File: src/hw/spindle_pkg.sv
// Purpose: Shared constants for the spindle run and alarm interlock
// Assumes: 200 MHz core clock, AXI4-Lite register access with 32-bit data
// Notes:   Offsets are byte addresses of aligned 32-bit words
package spindle_pkg;
    localparam int unsigned CLK_HZ           = 200_000_000;
    localparam int unsigned CLK_KHZ          = CLK_HZ / 1000;
    localparam int unsigned STOP_HOLD_MS     = 40;
    localparam int unsigned STOP_HOLD_CYCLES = STOP_HOLD_MS * CLK_KHZ;

    localparam logic [7:0] ADDR_CTRL   = 8'h00;
    localparam logic [7:0] ADDR_SPEED  = 8'h04;
    localparam logic [7:0] ADDR_ACC0   = 8'h08;
    localparam logic [7:0] ADDR_ACC1   = 8'h0C;
    localparam logic [7:0] ADDR_ACC2   = 8'h10;
    localparam logic [7:0] ADDR_ACC3   = 8'h14;
    localparam logic [7:0] ADDR_STATUS = 8'h18;

    localparam int unsigned CTRL_SCALE_BIT = 0;
    localparam int unsigned CTRL_TQ_LSB    = 16;
    localparam int unsigned ST_ALARM_BIT   = 0;
    localparam int unsigned ST_PSM_BIT     = 1;
    localparam int unsigned ST_STOP_BIT    = 2;
    localparam int unsigned ST_EXCITE_BIT  = 3;
    localparam int unsigned ST_DIR_BIT     = 4;
    localparam int unsigned ST_CAUSE_LSB   = 8;
    localparam int unsigned ST_SPEED_LSB   = 16;

    localparam logic [14:0] ACC_RESET     = 15'd900;
    localparam logic [15:0] TQ_RESET      = 16'h0000;
    localparam logic [15:0] MAX_RPM       = 16'h2710;
    // Stop threshold is 0.75 % of maximum speed, in basis points
    localparam int unsigned STOP_BP       = 75;
    localparam int unsigned SCALE_FACTOR  = 10;
    localparam logic [1:0]  RESP_OKAY     = 2'b00;
    localparam logic [1:0]  RESP_SLVERR   = 2'b10;

    typedef enum logic [1:0] {ST_IDLE, ST_RUN, ST_BRAKE, ST_ALARM} run_state_t;
endpackage

File: src/hw/spindle_ramp.sv
// Purpose: Speed ramp generator stepping one rpm at the programmed rate
// Assumes: rate_in in rpm per second, below CLK_HZ
// Notes:   zero_in drops the estimate to zero at once (coasting, no control)
`timescale 1ns/1ps
module spindle_ramp
    import spindle_pkg::*;
(
    input  wire logic        clk_in,
    input  wire logic        rst_in,
    input  wire logic        ce_in,
    input  wire logic        zero_in,
    input  wire logic [15:0] target_in,
    input  wire logic [18:0] rate_in,
    output logic      [15:0] speed_out
);
    logic [27:0] frac;
    logic [28:0] sum;

    assign sum = {1'b0, frac} + {10'h000, rate_in};

    // One rpm step each time the rate accumulator passes one second of clocks
    always_ff @(posedge clk_in) begin
        if (rst_in) begin
            frac      <= 28'h000_0000;
            speed_out <= 16'h0000;
        end else if (ce_in) begin
            if (zero_in || speed_out == target_in) begin
                frac <= 28'h000_0000;
                if (zero_in) begin
                    speed_out <= 16'h0000;
                end
            end else if (sum >= 29'(CLK_HZ)) begin
                frac <= 28'(sum - 29'(CLK_HZ));
                if (speed_out < target_in) begin
                    speed_out <= speed_out + 16'h0001;
                end else begin
                    speed_out <= speed_out - 16'h0001;
                end
            end else begin
                frac <= sum[27:0];
            end
        end
    end
endmodule

File: src/hw/spindle_run_alarm_interlock.sv
// Purpose: Run interlock, ramp select, torque limit and alarm latching
// Assumes: Command inputs arrive from a sequence controller, any phase
// Notes:   Behaviour
//
// The AXI4-Lite interface to the registers and the placing of the registers were left to the implementer.
`timescale 1ns/1ps
module spindle_run_alarm_interlock
    import spindle_pkg::*;
#(
    parameter int unsigned    STOP_HOLD = STOP_HOLD_CYCLES,
    parameter logic [15:0]    MAX_SPEED = MAX_RPM,
    parameter int unsigned    CAUSES    = 8
)(
    input  wire logic              clk_in,
    input  wire logic              rst_in,
    input  wire logic              ce_in,
    input  wire logic              fwd_run_cmd_in,
    input  wire logic              rev_run_cmd_in,
    input  wire logic              estop_inactive_n_in,
    input  wire logic              machine_ready_in,
    input  wire logic              estop_contact_in,
    input  wire logic              gear_sel_hi_in,
    input  wire logic              gear_sel_lo_in,
    input  wire logic              torque_limit_cmd_in,
    input  wire logic              alarm_clear_in,
    input  wire logic [CAUSES-1:0] amp_fault_in,
    input  wire logic              power_supply_module_fault_in,
    input  wire logic [7:0]        s_axi_awaddr,
    input  wire logic              s_axi_awvalid,
    output logic                   s_axi_awready,
    input  wire logic [31:0]       s_axi_wdata,
    input  wire logic [3:0]        s_axi_wstrb,
    input  wire logic              s_axi_wvalid,
    output logic                   s_axi_wready,
    output logic [1:0]             s_axi_bresp,
    output logic                   s_axi_bvalid,
    input  wire logic              s_axi_bready,
    input  wire logic [7:0]        s_axi_araddr,
    input  wire logic              s_axi_arvalid,
    output logic                   s_axi_arready,
    output logic [31:0]            s_axi_rdata,
    output logic [1:0]             s_axi_rresp,
    output logic                   s_axi_rvalid,
    input  wire logic              s_axi_rready,
    output logic                   excite_out,
    output logic                   dir_ccw_out,
    output logic [15:0]            speed_out,
    output logic                   torque_limit_en_out,
    output logic [15:0]            torque_limit_out,
    output logic                   alarm_out,
    output logic                   stop_detected_out
);
    localparam int unsigned NSYNC = 9;
    localparam logic [15:0] STOP_THR = 16'((32'(MAX_SPEED) * STOP_BP) / 10000);

    run_state_t        st;
    logic [NSYNC-1:0]  sync1, sync2;
    logic              fwd_s, rev_s, estop_n_s, mrdy_s, contact_s;
    logic              gear_hi_s, gear_lo_s, torque_s, clr_s, clr_d;
    logic              clr_edge, run_ok, fwd_only, rev_only;
    logic [CAUSES-1:0] amp_alarm;
    logic              psm_alarm, alarm_now, unit_scale;
    logic [14:0]       acc [4];
    logic [1:0]        acc_sel;
    logic [18:0]       rate;
    logic [15:0]       speed_cmd, tq_limit, act_speed, target;
    logic [31:0]       hold_cnt;
    logic [7:0]        aw_addr;
    logic [31:0]       w_data;
    logic [3:0]        w_strb;
    logic              aw_held, w_held;

    // Two-flop synchronisers; first stage feeds nothing but the second
    always_ff @(posedge clk_in) begin
        if (rst_in) begin
            sync1 <= '0;
            sync2 <= '0;
        end else if (ce_in) begin
            sync1 <= {fwd_run_cmd_in, rev_run_cmd_in, estop_inactive_n_in,
                      machine_ready_in, estop_contact_in, gear_sel_hi_in,
                      gear_sel_lo_in, torque_limit_cmd_in, alarm_clear_in};
            sync2 <= sync1;
        end
    end
    assign {fwd_s, rev_s, estop_n_s, mrdy_s, contact_s,
            gear_hi_s, gear_lo_s, torque_s, clr_s} = sync2;

    assign fwd_only = fwd_s && !rev_s;
    assign rev_only = rev_s && !fwd_s;
    assign run_ok   = estop_n_s && mrdy_s && contact_s;
    assign acc_sel  = {gear_hi_s, gear_lo_s};
    assign rate     = unit_scale ? 19'(acc[acc_sel] * SCALE_FACTOR)
                                 : {4'h0, acc[acc_sel]};
    assign alarm_now = (|amp_alarm) || psm_alarm;
    assign clr_edge  = clr_s && !clr_d;

    // Alarm latches: a new fault wins over a clear in the same cycle
    always_ff @(posedge clk_in) begin
        if (rst_in) begin
            amp_alarm <= '0;
            psm_alarm <= 1'b0;
            clr_d     <= 1'b0;
        end else if (ce_in) begin
            clr_d     <= clr_s;
            psm_alarm <= psm_alarm || power_supply_module_fault_in;
            if (clr_edge && alarm_now && amp_fault_in == '0) begin
                amp_alarm <= '0;
            end else begin
                amp_alarm <= amp_alarm | amp_fault_in;
            end
        end
    end

    // Run sequence; excitation and alarm output change on the same edge
    always_ff @(posedge clk_in) begin
        if (rst_in) begin
            st          <= ST_IDLE;
            excite_out  <= 1'b0;
            dir_ccw_out <= 1'b1;
            alarm_out   <= 1'b0;
            target      <= 16'h0000;
        end else if (ce_in) begin
            alarm_out <= alarm_now;
            case (st)
                ST_IDLE: begin
                    target <= 16'h0000;
                    if (alarm_now) begin
                        st <= ST_ALARM;
                    end else if (run_ok && (fwd_only || rev_only) && rate != 19'h0) begin
                        st          <= ST_RUN;
                        excite_out  <= 1'b1;
                        dir_ccw_out <= fwd_only;
                    end
                end
                ST_RUN: begin
                    if (alarm_now) begin
                        st         <= ST_ALARM;
                        excite_out <= 1'b0;
                    end else if (dir_ccw_out ? fwd_only : rev_only) begin
                        target <= speed_cmd;
                    end else begin
                        st     <= ST_BRAKE;
                        target <= 16'h0000;
                    end
                end
                ST_BRAKE: begin
                    target <= 16'h0000;
                    if (alarm_now) begin
                        st         <= ST_ALARM;
                        excite_out <= 1'b0;
                    end else if (act_speed == 16'h0000) begin
                        st         <= ST_IDLE;
                        excite_out <= 1'b0;
                    end
                end
                ST_ALARM: begin
                    excite_out <= 1'b0;
                    target     <= 16'h0000;
                    if (!alarm_now) begin
                        st <= ST_IDLE;
                    end
                end
                default: begin
                    st         <= ST_IDLE;
                    excite_out <= 1'b0;
                end
            endcase
        end
    end

    spindle_ramp u_ramp (
        .clk_in    (clk_in),
        .rst_in    (rst_in),
        .ce_in     (ce_in),
        .zero_in   (alarm_now),
        .target_in (target),
        .rate_in   (rate),
        .speed_out (act_speed)
    );

    // Stop flag ignores run commands and is stretched to the minimum width
    always_ff @(posedge clk_in) begin
        if (rst_in) begin
            stop_detected_out <= 1'b1;
            hold_cnt          <= 32'h0000_0000;
            speed_out         <= 16'h0000;
            torque_limit_en_out <= 1'b0;
            torque_limit_out  <= 16'h0000;
        end else if (ce_in) begin
            speed_out           <= act_speed;
            torque_limit_en_out <= torque_s;
            torque_limit_out    <= torque_s ? tq_limit : 16'h0000;
            if (act_speed < STOP_THR) begin
                stop_detected_out <= 1'b1;
                if (!stop_detected_out) begin
                    hold_cnt <= 32'(STOP_HOLD);
                end else if (hold_cnt != 32'h0000_0000) begin
                    hold_cnt <= hold_cnt - 32'h0000_0001;
                end
            end else if (hold_cnt != 32'h0000_0000) begin
                hold_cnt <= hold_cnt - 32'h0000_0001;
            end else begin
                stop_detected_out <= 1'b0;
            end
        end
    end

    // AXI4-Lite write: address and data taken in either order
    always_ff @(posedge clk_in) begin
        if (rst_in) begin
            s_axi_awready <= 1'b0;
            s_axi_wready  <= 1'b0;
            s_axi_bvalid  <= 1'b0;
            s_axi_bresp   <= RESP_OKAY;
            aw_held       <= 1'b0;
            w_held        <= 1'b0;
            aw_addr       <= 8'h00;
            w_data        <= 32'h0000_0000;
            w_strb        <= 4'h0;
            unit_scale    <= 1'b0;
            tq_limit      <= TQ_RESET;
            speed_cmd     <= 16'h0000;
            acc           <= '{default: ACC_RESET};
        end else if (ce_in) begin
            s_axi_awready <= !aw_held && !s_axi_bvalid && !(s_axi_awvalid && s_axi_awready);
            s_axi_wready  <= !w_held && !s_axi_bvalid && !(s_axi_wvalid && s_axi_wready);
            if (s_axi_awvalid && s_axi_awready) begin
                aw_held <= 1'b1;
                aw_addr <= s_axi_awaddr;
            end
            if (s_axi_wvalid && s_axi_wready) begin
                w_held <= 1'b1;
                w_data <= s_axi_wdata;
                w_strb <= s_axi_wstrb;
            end
            if (aw_held && w_held && !s_axi_bvalid) begin
                aw_held      <= 1'b0;
                w_held       <= 1'b0;
                s_axi_bvalid <= 1'b1;
                s_axi_bresp  <= RESP_OKAY;
                case (aw_addr)
                    ADDR_CTRL: begin
                        if (w_strb[0]) unit_scale <= w_data[CTRL_SCALE_BIT];
                        if (w_strb[2]) tq_limit[7:0]  <= w_data[CTRL_TQ_LSB +: 8];
                        if (w_strb[3]) tq_limit[15:8] <= w_data[CTRL_TQ_LSB + 8 +: 8];
                    end
                    ADDR_SPEED: begin
                        if (w_strb[0]) speed_cmd[7:0]  <= w_data[7:0];
                        if (w_strb[1]) speed_cmd[15:8] <= w_data[15:8];
                    end
                    ADDR_ACC0, ADDR_ACC1, ADDR_ACC2, ADDR_ACC3: begin
                        if (w_strb[0]) acc[aw_addr[3:2] - 2'd2][7:0]  <= w_data[7:0];
                        if (w_strb[1]) acc[aw_addr[3:2] - 2'd2][14:8] <= w_data[14:8];
                    end
                    ADDR_STATUS: begin
                    end
                    default: s_axi_bresp <= RESP_SLVERR;
                endcase
            end else if (s_axi_bvalid && s_axi_bready) begin
                s_axi_bvalid <= 1'b0;
            end
        end
    end

    // AXI4-Lite read: one outstanding read, data registered with rvalid
    always_ff @(posedge clk_in) begin
        if (rst_in) begin
            s_axi_arready <= 1'b0;
            s_axi_rvalid  <= 1'b0;
            s_axi_rdata   <= 32'h0000_0000;
            s_axi_rresp   <= RESP_OKAY;
        end else if (ce_in) begin
            s_axi_arready <= !s_axi_rvalid && !(s_axi_arvalid && s_axi_arready);
            if (s_axi_arvalid && s_axi_arready) begin
                s_axi_rvalid <= 1'b1;
                s_axi_rresp  <= RESP_OKAY;
                s_axi_rdata  <= 32'h0000_0000;
                case (s_axi_araddr)
                    ADDR_CTRL:  s_axi_rdata <= {tq_limit, 15'h0000, unit_scale};
                    ADDR_SPEED: s_axi_rdata <= {16'h0000, speed_cmd};
                    ADDR_ACC0:  s_axi_rdata <= {17'h0_0000, acc[0]};
                    ADDR_ACC1:  s_axi_rdata <= {17'h0_0000, acc[1]};
                    ADDR_ACC2:  s_axi_rdata <= {17'h0_0000, acc[2]};
                    ADDR_ACC3:  s_axi_rdata <= {17'h0_0000, acc[3]};
                    ADDR_STATUS: begin
                        s_axi_rdata[ST_ALARM_BIT]  <= alarm_out;
                        s_axi_rdata[ST_PSM_BIT]    <= psm_alarm;
                        s_axi_rdata[ST_STOP_BIT]   <= stop_detected_out;
                        s_axi_rdata[ST_EXCITE_BIT] <= excite_out;
                        s_axi_rdata[ST_DIR_BIT]    <= dir_ccw_out;
                        s_axi_rdata[ST_CAUSE_LSB +: 8]  <= 8'(amp_alarm);
                        s_axi_rdata[ST_SPEED_LSB +: 16] <= act_speed;
                    end
                    default: s_axi_rresp <= RESP_SLVERR;
                endcase
            end else if (s_axi_rvalid && s_axi_rready) begin
                s_axi_rvalid <= 1'b0;
            end
        end
    end
endmodule

File: config.mk
export PLATFORM = sky130hd
export DESIGN_NAME = spindle_run_alarm_interlock
export DESIGN_NICKNAME = d
export VERILOG_FILES = /design/src/hw/spindle_pkg.sv /design/src/hw/spindle_ramp.sv /design/src/hw/spindle_run_alarm_interlock.sv
export SDC_FILE = /design/constraint.sdc
export NUM_CORES = 1
export LEC_CHECK = 0
export BUFFER_PORTS_ARGS = -buffer_cell sky130_fd_sc_hd__buf_2
export CORE_ASPECT_RATIO = 1.4
export CORE_MARGIN = 5
export CORE_UTILIZATION = 30
export CTS_CLUSTER_DIAMETER = 50
export DETAILED_ROUTE_END_ITERATION = 12
export PLACE_DENSITY = 0.47
export SYNTH_ARGS = -nofsm -noshare
export SYNTH_HDL_FRONTEND = slang
export SYNTH_SLANG_ARGS = --single-unit
File: constraint.sdc
create_clock -name clk_in -period 11.4 [get_ports clk_in]
set_input_delay 1.14 -clock clk_in [delete_from_list [all_inputs] [get_ports clk_in]]
set_output_delay 1.14 -clock clk_in [all_outputs]
set_load 0.03 [all_outputs]
Word-level counts from Yosys, hierarchy flattened --
Index checks and enable logic that the tools add are counted.
Word-level totals: register bits after elaboration 339, input bits 78, output and inout bits 78, logic and storage cells 215
Operators by class: $add $sub $neg 6, multiply operators 1, $lt $le $gt $ge 6, equal/unequal tests 26, multiplexer cells 60, bitwise operators 4, reductions and logical operators 73
Operators with widths (count):
- $mux W60 | 6
- $pmux W24 S7 | 1
- $bwmux W60 | 2
- $mux W16 | 7
- $mux W32 | 3
- $demux W15 S2 | 2
- $mux W28 | 2
- $eq A8 B5 Y1 const B | 6
- $mux W15 | 3
- $pmux W5 S7 | 1
- $eq A8 B4 Y1 const B | 4
- $pmux W16 S2 | 1
- $reduce_bool A32 Y1 | 1
- $sub A32 B1 Y32 const B | 1
- $bmux W15 S2 | 1
- $add A28 B19 Y29 | 1
- $ge A29 B28 Y1 const B | 1
- $sub A28 B28 Y28 const B | 1
- $logic_not A8 Y1 | 3
- $reduce_and A4 Y1 | 6
- $logic_and A1 B1 Y1 | 22
- $reduce_and A2 Y1 | 10
- $mux W19 | 1
- $reduce_bool A19 Y1 | 1
- 34 further kinds | 89

Depth between registers and ports, before layout --
depth in word-level cells 14, mapped depth 28, gate-level depth less buffers 25

By module --
From an unflattened synthesis, not the netlist that was laid out.
Unflattened totals: cells, all modules 2029, area, all modules 17364.2 um^2
By module, submodules not included:
- spindle_run_alarm_interlock | instances 1, cells each 1476, area an instance 12995.0 um^2, sequential area each 5865.6 um^2
- spindle_ramp | instances 1, cells each 553, area an instance 4369.2 um^2, sequential area each 880.8 um^2

Worst setup path before layout --
No wires, ideal clock.
path type register -> register, start point reg sync2[2], end point reg u_ramp.frac[24], library setup time 120 ps, data arrival time 6038 ps, data required time 11280 ps, path slack 5242 ps, cell stages (with the launch flop) 27, path buffers 3, period minus slack after synthesis 6158 ps, path through dfxtp_1 -> buf_6 -> buf_2 -> mux4_2 -> ha_1 -> ha_1 -> fa_1 -> a21o_1 -> a21oi_1 -> o21ai_0 -> a31o_2 -> nor4_1 -> nor3_1 -> a21oi_1 -> nor2_1 -> ha_1 -> clkbuf_1 -> a2111oi_0 -> a22oi_1 -> a31oi_2 -> nor2_1 -> xor2_1 -> and4_1 -> a31oi_1 -> o31a_1 -> o211a_1 -> a211o_1
Between the ends: longest elaborated chain between the ends 10, elaborated cells on any way between the ends 11, those cells by class 2 x add/sub; 1 x mul; 1 x order compare; 6 x mux; 1 x bitwise
RTL lines:
- start, declared | RTL line spindle_run_alarm_interlock.sv:57 | logic [NSYNC-1:0] sync1, sync2;
- start signal, assigned | RTL line spindle_run_alarm_interlock.sv:82 | sync2 <= sync1;
- $not A2 Y3 (implied by the code) (*) | RTL line spindle_run_alarm_interlock.sv:92, spindle_run_alarm_interlock.sv:93
- $bmux W15 S2 (*) | RTL line spindle_run_alarm_interlock.sv:92, spindle_run_alarm_interlock.sv:93
- $mux W15 (implied by the code) (*) (2 in series) | RTL line spindle_run_alarm_interlock.sv:92, spindle_run_alarm_interlock.sv:93
- $mul A15 B3 Y18 | RTL line spindle_run_alarm_interlock.sv:92 | assign rate = unit_scale ? 19'(acc[acc_sel] * SCALE_FACTOR)
- $mux W19 (*) | RTL line spindle_run_alarm_interlock.sv:92
- $add A28 B19 Y29 (*) | RTL line spindle_ramp.sv:19 | assign sum = {1'b0, frac} + {10'h000, rate_in};
- $sub A28 B28 Y28 / $ge A29 B28 Y1 (equally long branches) | RTL line spindle_ramp.sv:33, spindle_ramp.sv:32
- $mux W28 (*) | RTL line spindle_ramp.sv:32 | end else if (sum >= 29'(CLK_HZ)) begin
- $mux W28 (*) | RTL line spindle_ramp.sv:27 | if (zero_in || speed_out == target_in) begin
- end signal, assigned | RTL line spindle_ramp.sv:33 | frac <= 28'(sum - 29'(CLK_HZ));
- end signal, assigned | RTL line spindle_ramp.sv:40 | frac <= sum[27:0];
- end, declared | RTL line spindle_ramp.sv:16 | logic [27:0] frac;
Every way passes the cells marked *; elsewhere a longest branch is shown, timed or not. The select of a mux whose other input is x is not followed. A chain may end at the register's enable or synchronous reset.

Worst setup path in the final report --
start point reg sync2[3], end point reg u_ramp.speed_out[7]
Between the ends: longest elaborated chain between the ends 10
RTL lines:
- $not A2 Y3 (implied by the code) (*) | RTL line spindle_run_alarm_interlock.sv:92, spindle_run_alarm_interlock.sv:93
- $bmux W15 S2 (*) | RTL line spindle_run_alarm_interlock.sv:92, spindle_run_alarm_interlock.sv:93
- $mux W15 (implied by the code) (*) (2 in series) | RTL line spindle_run_alarm_interlock.sv:92, spindle_run_alarm_interlock.sv:93
- $mul A15 B3 Y18 | RTL line spindle_run_alarm_interlock.sv:92
- $mux W19 (*) | RTL line spindle_run_alarm_interlock.sv:92
- $add A28 B19 Y29 (*) | RTL line spindle_ramp.sv:19
- $ge A29 B28 Y1 (*) | RTL line spindle_ramp.sv:32
- $reduce_bool A2 Y1 (no source line) (*)
- $reduce_and A3 Y1 (no source line) (*)
- end signal, assigned | RTL line spindle_ramp.sv:35 | speed_out <= speed_out + 16'h0001;
- end signal, assigned | RTL line spindle_ramp.sv:37 | speed_out <= speed_out - 16'h0001;
- end, declared | RTL line spindle_ramp.sv:14 | output logic [15:0] speed_out
Marks and branches as above.

==> summary.txt <==
Clock tree
  – Sink Count: 337
  – Clock Tree Buf Depth: 3
  – CTS resizes: 0
  – # hold bufs at CTS: 0
  – H-tree levels: 2
  – CTS root buf: clkbuf_16
  – # Post-CTS Setup Buffers: 0
  – TritonCTS Buffers: 41
  – Clock-pin slew on the worst setup and hold paths: 0.06 ns
  – Clock Latency Late Sink: 0.55 ns
  – CTS tree: yes

Floorplan
  – Core area: 55500 um2
  – Cell Rows: 102
  – Die area: 61100 um2
  – Initial core utilization: 0.304
  – Die X: 210 um
  – Io pins: 156
  – Chip Height: 291 um

Global routing
  – Largest net degree at the start of global routing: 93
  – Grt ovf: 0
  – First-pass GRT wire length: 87.0 mm
  – Gr usage total: 0.179
  – Initial antenna violation count: 0
  – Vias in the first global route: 14874

Detailed routing
  – Routed len/inst: 20.0 um
  – Vias: 14695
  – Avg Vias per Cell: 5.19
  – Post-Route WL: 56.7 mm
  – DR iter-0 viols: 660
  – Pre-Repair DR Iteration Count: 7
  – Antenna viol nets, final: 0
  – DRC viols: 0

Placement
  – Dpl ws: 4.08 ns
  – Post-place instance area: 18300 um2
  – DP Wirelength: 40.9 mm
  – PortBufs: 153
  – Gp weighted congestion: 0.899

Layout
  – Nets: 2237
  – # diodes: 0
  – Post-route cell area: 19700 um2
  – Area Growth Syn to Fin: 16.8%
  – Share of layout cells above drive strength 1: 0.136
  – Post-Route Utilization: 0.355
  – Layout fillers: 5735

Pwr
  – PD cells: 155 nW/um2
  – Peak supply drop: 0.0988 mV
  – Static Leak: 8.45 nW

Logic synthesis
  – Synth warn: 0
  – Synth Register Bits: 337
  – Post-synthesis sequential area ratio: 0.400
  – Post-synth cell types: 78
  – Synthesized area per cell: 8.59 um2
  – Post-synthesis instance area: 16900 um2
  – Post-synth ARST share: 0
  – Main synth FF type: dfxtp_1
  – Post-synth EDFFs: 0
  – Post-Synthesis Cells: 1964

STA
  – Final clock skew: 0.0199 ns
  – Setup violators final: 0
  – Crit path time final: 7.38 ns
  – Final Cycle Share: 0.647
  – Final Hold Vio Count: 0
  – Sum Neg Setup Slack: 0 ns
  – Slew Limit Fails: 0
  – RSZ-0062 raised after global routing: false
  – Setup ws final: 4.02 ns
  – Maximum clock frequency: 136 MHz
  – Tightest Pin Transition: 1.10 ns
  – Hold Slack: 0.453 ns
  – Normalized max-slew margin: 0.268

Worst setup path
  – RR Endpoint: u_ramp.speed_out[7]$_SDFFE_PP0P_
  – Worst r2r src: sync2[3]$_SDFFE_PP0P_
  – Critical path type: reg -> reg
  – R2R depth: 23
  – CP max FO: 16
  – CP Capture Type: register
  – Worst Setup Start Kind: register
  – R2r setup slk: 4.02 ns
  – WP data required: 11.83 ns
  – Crit path DAT: 7.80 ns

Worst hold path
  – Min-Delay Path Depth: 2
  – Hold Path Class: reg -> reg
  – Hold_sp: w_data[27]$_SDFFE_PP0P_
  – Hold Crit Endpoint: w_data[27]$_SDFFE_PP0P_

Job
  – MaxCap Viol Count: 0

Run status
  – Outcome: finished, final reports clean
-- worst max path at each step --
stage,to,cells after the start,start,slack (ns)
2_1_floorplan,u_ramp.frac[24]$_SDFFE_PP0P_,26,sync2[2]$_SDFFE_PP0P_,5.24
3_3_place_gp,u_ramp.speed_out[6]$_SDFFE_PP0P_,25,sync2[3]$_SDFFE_PP0P_,4.24
3_5_place_dp,u_ramp.speed_out[7]$_SDFFE_PP0P_,23,sync2[3]$_SDFFE_PP0P_,4.08
4_1_cts,u_ramp.speed_out[7]$_SDFFE_PP0P_,23,sync2[3]$_SDFFE_PP0P_,4.06
5_1_grt,u_ramp.speed_out[8]$_SDFFE_PP0P_,23,sync2[3]$_SDFFE_PP0P_,3.37
6_report,u_ramp.speed_out[7]$_SDFFE_PP0P_,23,sync2[3]$_SDFFE_PP0P_,4.02
-- flip-flops by register name, indices dropped and copies added (netlist names), 9 cells and up --
register          cells
u_ramp.frac          28
torque_limit_out     16
hold_cnt             32
u_ramp.speed_out     16
acc                  60
speed_cmd            16
w_data               32
sync2                 9
target               16
s_axi_rdata          32
speed_out            16
sync1                 9
tq_limit             16
-- placed cells by master, fill, tap and decap left out, types with 7 or more instances in the layout --
master	n
dfxtp_1	337
nor2_1	265
nand2_1	232
a21oi_1	155
buf_2	151
mux2i_1	133
ha_1	80
nand3_1	77
a22oi_1	72
o21ai_0	54
xnor2_1	51
inv_1	43
clkbuf_16	41
nor3_1	40
a22o_1	29
xor2_1	25
a21o_1	24
buf_4	17
nor4_1	16
mux4_2	15
nor2b_1	13
mux2_2	12
a31oi_1	12
nand4_1	12
clkbuf_8	12
or3_1	11
o21a_1	10
and2_1	9
and3_1	8
o211ai_1	8
a2111oi_0	7
or2_2	7
nand2b_1	7
clkbuf_1	7
-- per-stage QoR --
step / power (mW) / std cells
2_1_floorplan: 1.64 / 1965
6_report: 3.05 / 2831
3_5_place_dp: 1.75 / 2761
3_3_place_gp: 1.74 / 2761
5_1_grt: 3.20 / 2831
4_1_cts: 3.10 / 2831
-- routing by layer --
layer,part of all wire,wire (um),GRT usage,vias to the layer above
met5,0,0,0,-
met4,0.034,1940,0.0638,0
met3,0.030,1710,0.0208,91
met2,0.53,30200,0.341,298
met1,0.40,22800,0.204,7084
li1,-,-,-,7222
-- synth_stat cells, drive strengths merged, types with 25 or more instances --
| master | count | area share |
|---|---|---|
| dfxtp | 337 | 0.40 |
| nor2 | 270 | 0.060 |
| nand2 | 232 | 0.052 |
| a21oi | 155 | 0.046 |
| mux2i | 133 | 0.079 |
| clkbuf | 85 | 0.019 |
| ha | 80 | 0.059 |
| nand3 | 78 | 0.023 |
| a22oi | 72 | 0.032 |
| o21ai | 57 | 0.017 |
| xnor2 | 51 | 0.026 |
| inv | 44 | 0.0098 |
| nor3 | 42 | 0.013 |
| a22o | 29 | 0.015 |
| xor2 | 25 | 0.013 |
-- cell families (layout without fill, tap and decap cells) --
family          count (synthesis)  in the layout  synth area share
fa+ha+maj                      83             83            0.0629
compound gates                430            430             0.166
mux                           160            160             0.107
buf+inv                       146            284            0.0338
xor+xnor                       76             76            0.0395
flops                         337            337             0.400
other cells                     1              2          0.000222
simple gates                  731            731             0.191
-- report_power, final --
group / internal (mW) / leakage (nW) / switching (mW) / total (mW)
clock network: 0.805 / 0.675 / 0.531 / 1.34
registers: 1.24 / 2.73 / 0.0637 / 1.31
logic: 0.165 / 5.05 / 0.245 / 0.410
-- critical path, stage by stage, from the launching register on --
cell,delay (ns)
dfxtp_1,0.94
mux4_2,0.47
ha_1,0.30
ha_1,0.22
fa_1,0.40
a21o_1,0.19
a21oi_1,0.28
o21bai_1,0.10
a21oi_1,0.18
xnor2_1,0.08
mux2_2,0.28
ha_1,0.32
inv_1,0.12
nor2_1,0.06
o21ai_0,0.48
nand2_1,0.25
a211oi_1,0.66
nand4_1,0.31
a31oi_1,0.23
o31ai_1,0.11
a31oi_1,0.54
buf_4,0.29
nor2_1,0.17
a22o_1,0.26
-- layout make-up --
cell class              instances  area (um2)  area share
clock buffers                  59        1200      0.0611
clock inverters                11         160     0.00813
inverters                      45         169     0.00858
multi-input cells            1482        9610       0.488
flip-flops and latches        337        6750       0.343
well taps                     728         911      0.0463
repair buffers                169         897      0.0456
No activity file was read; power rests on OpenSTA's default activity.
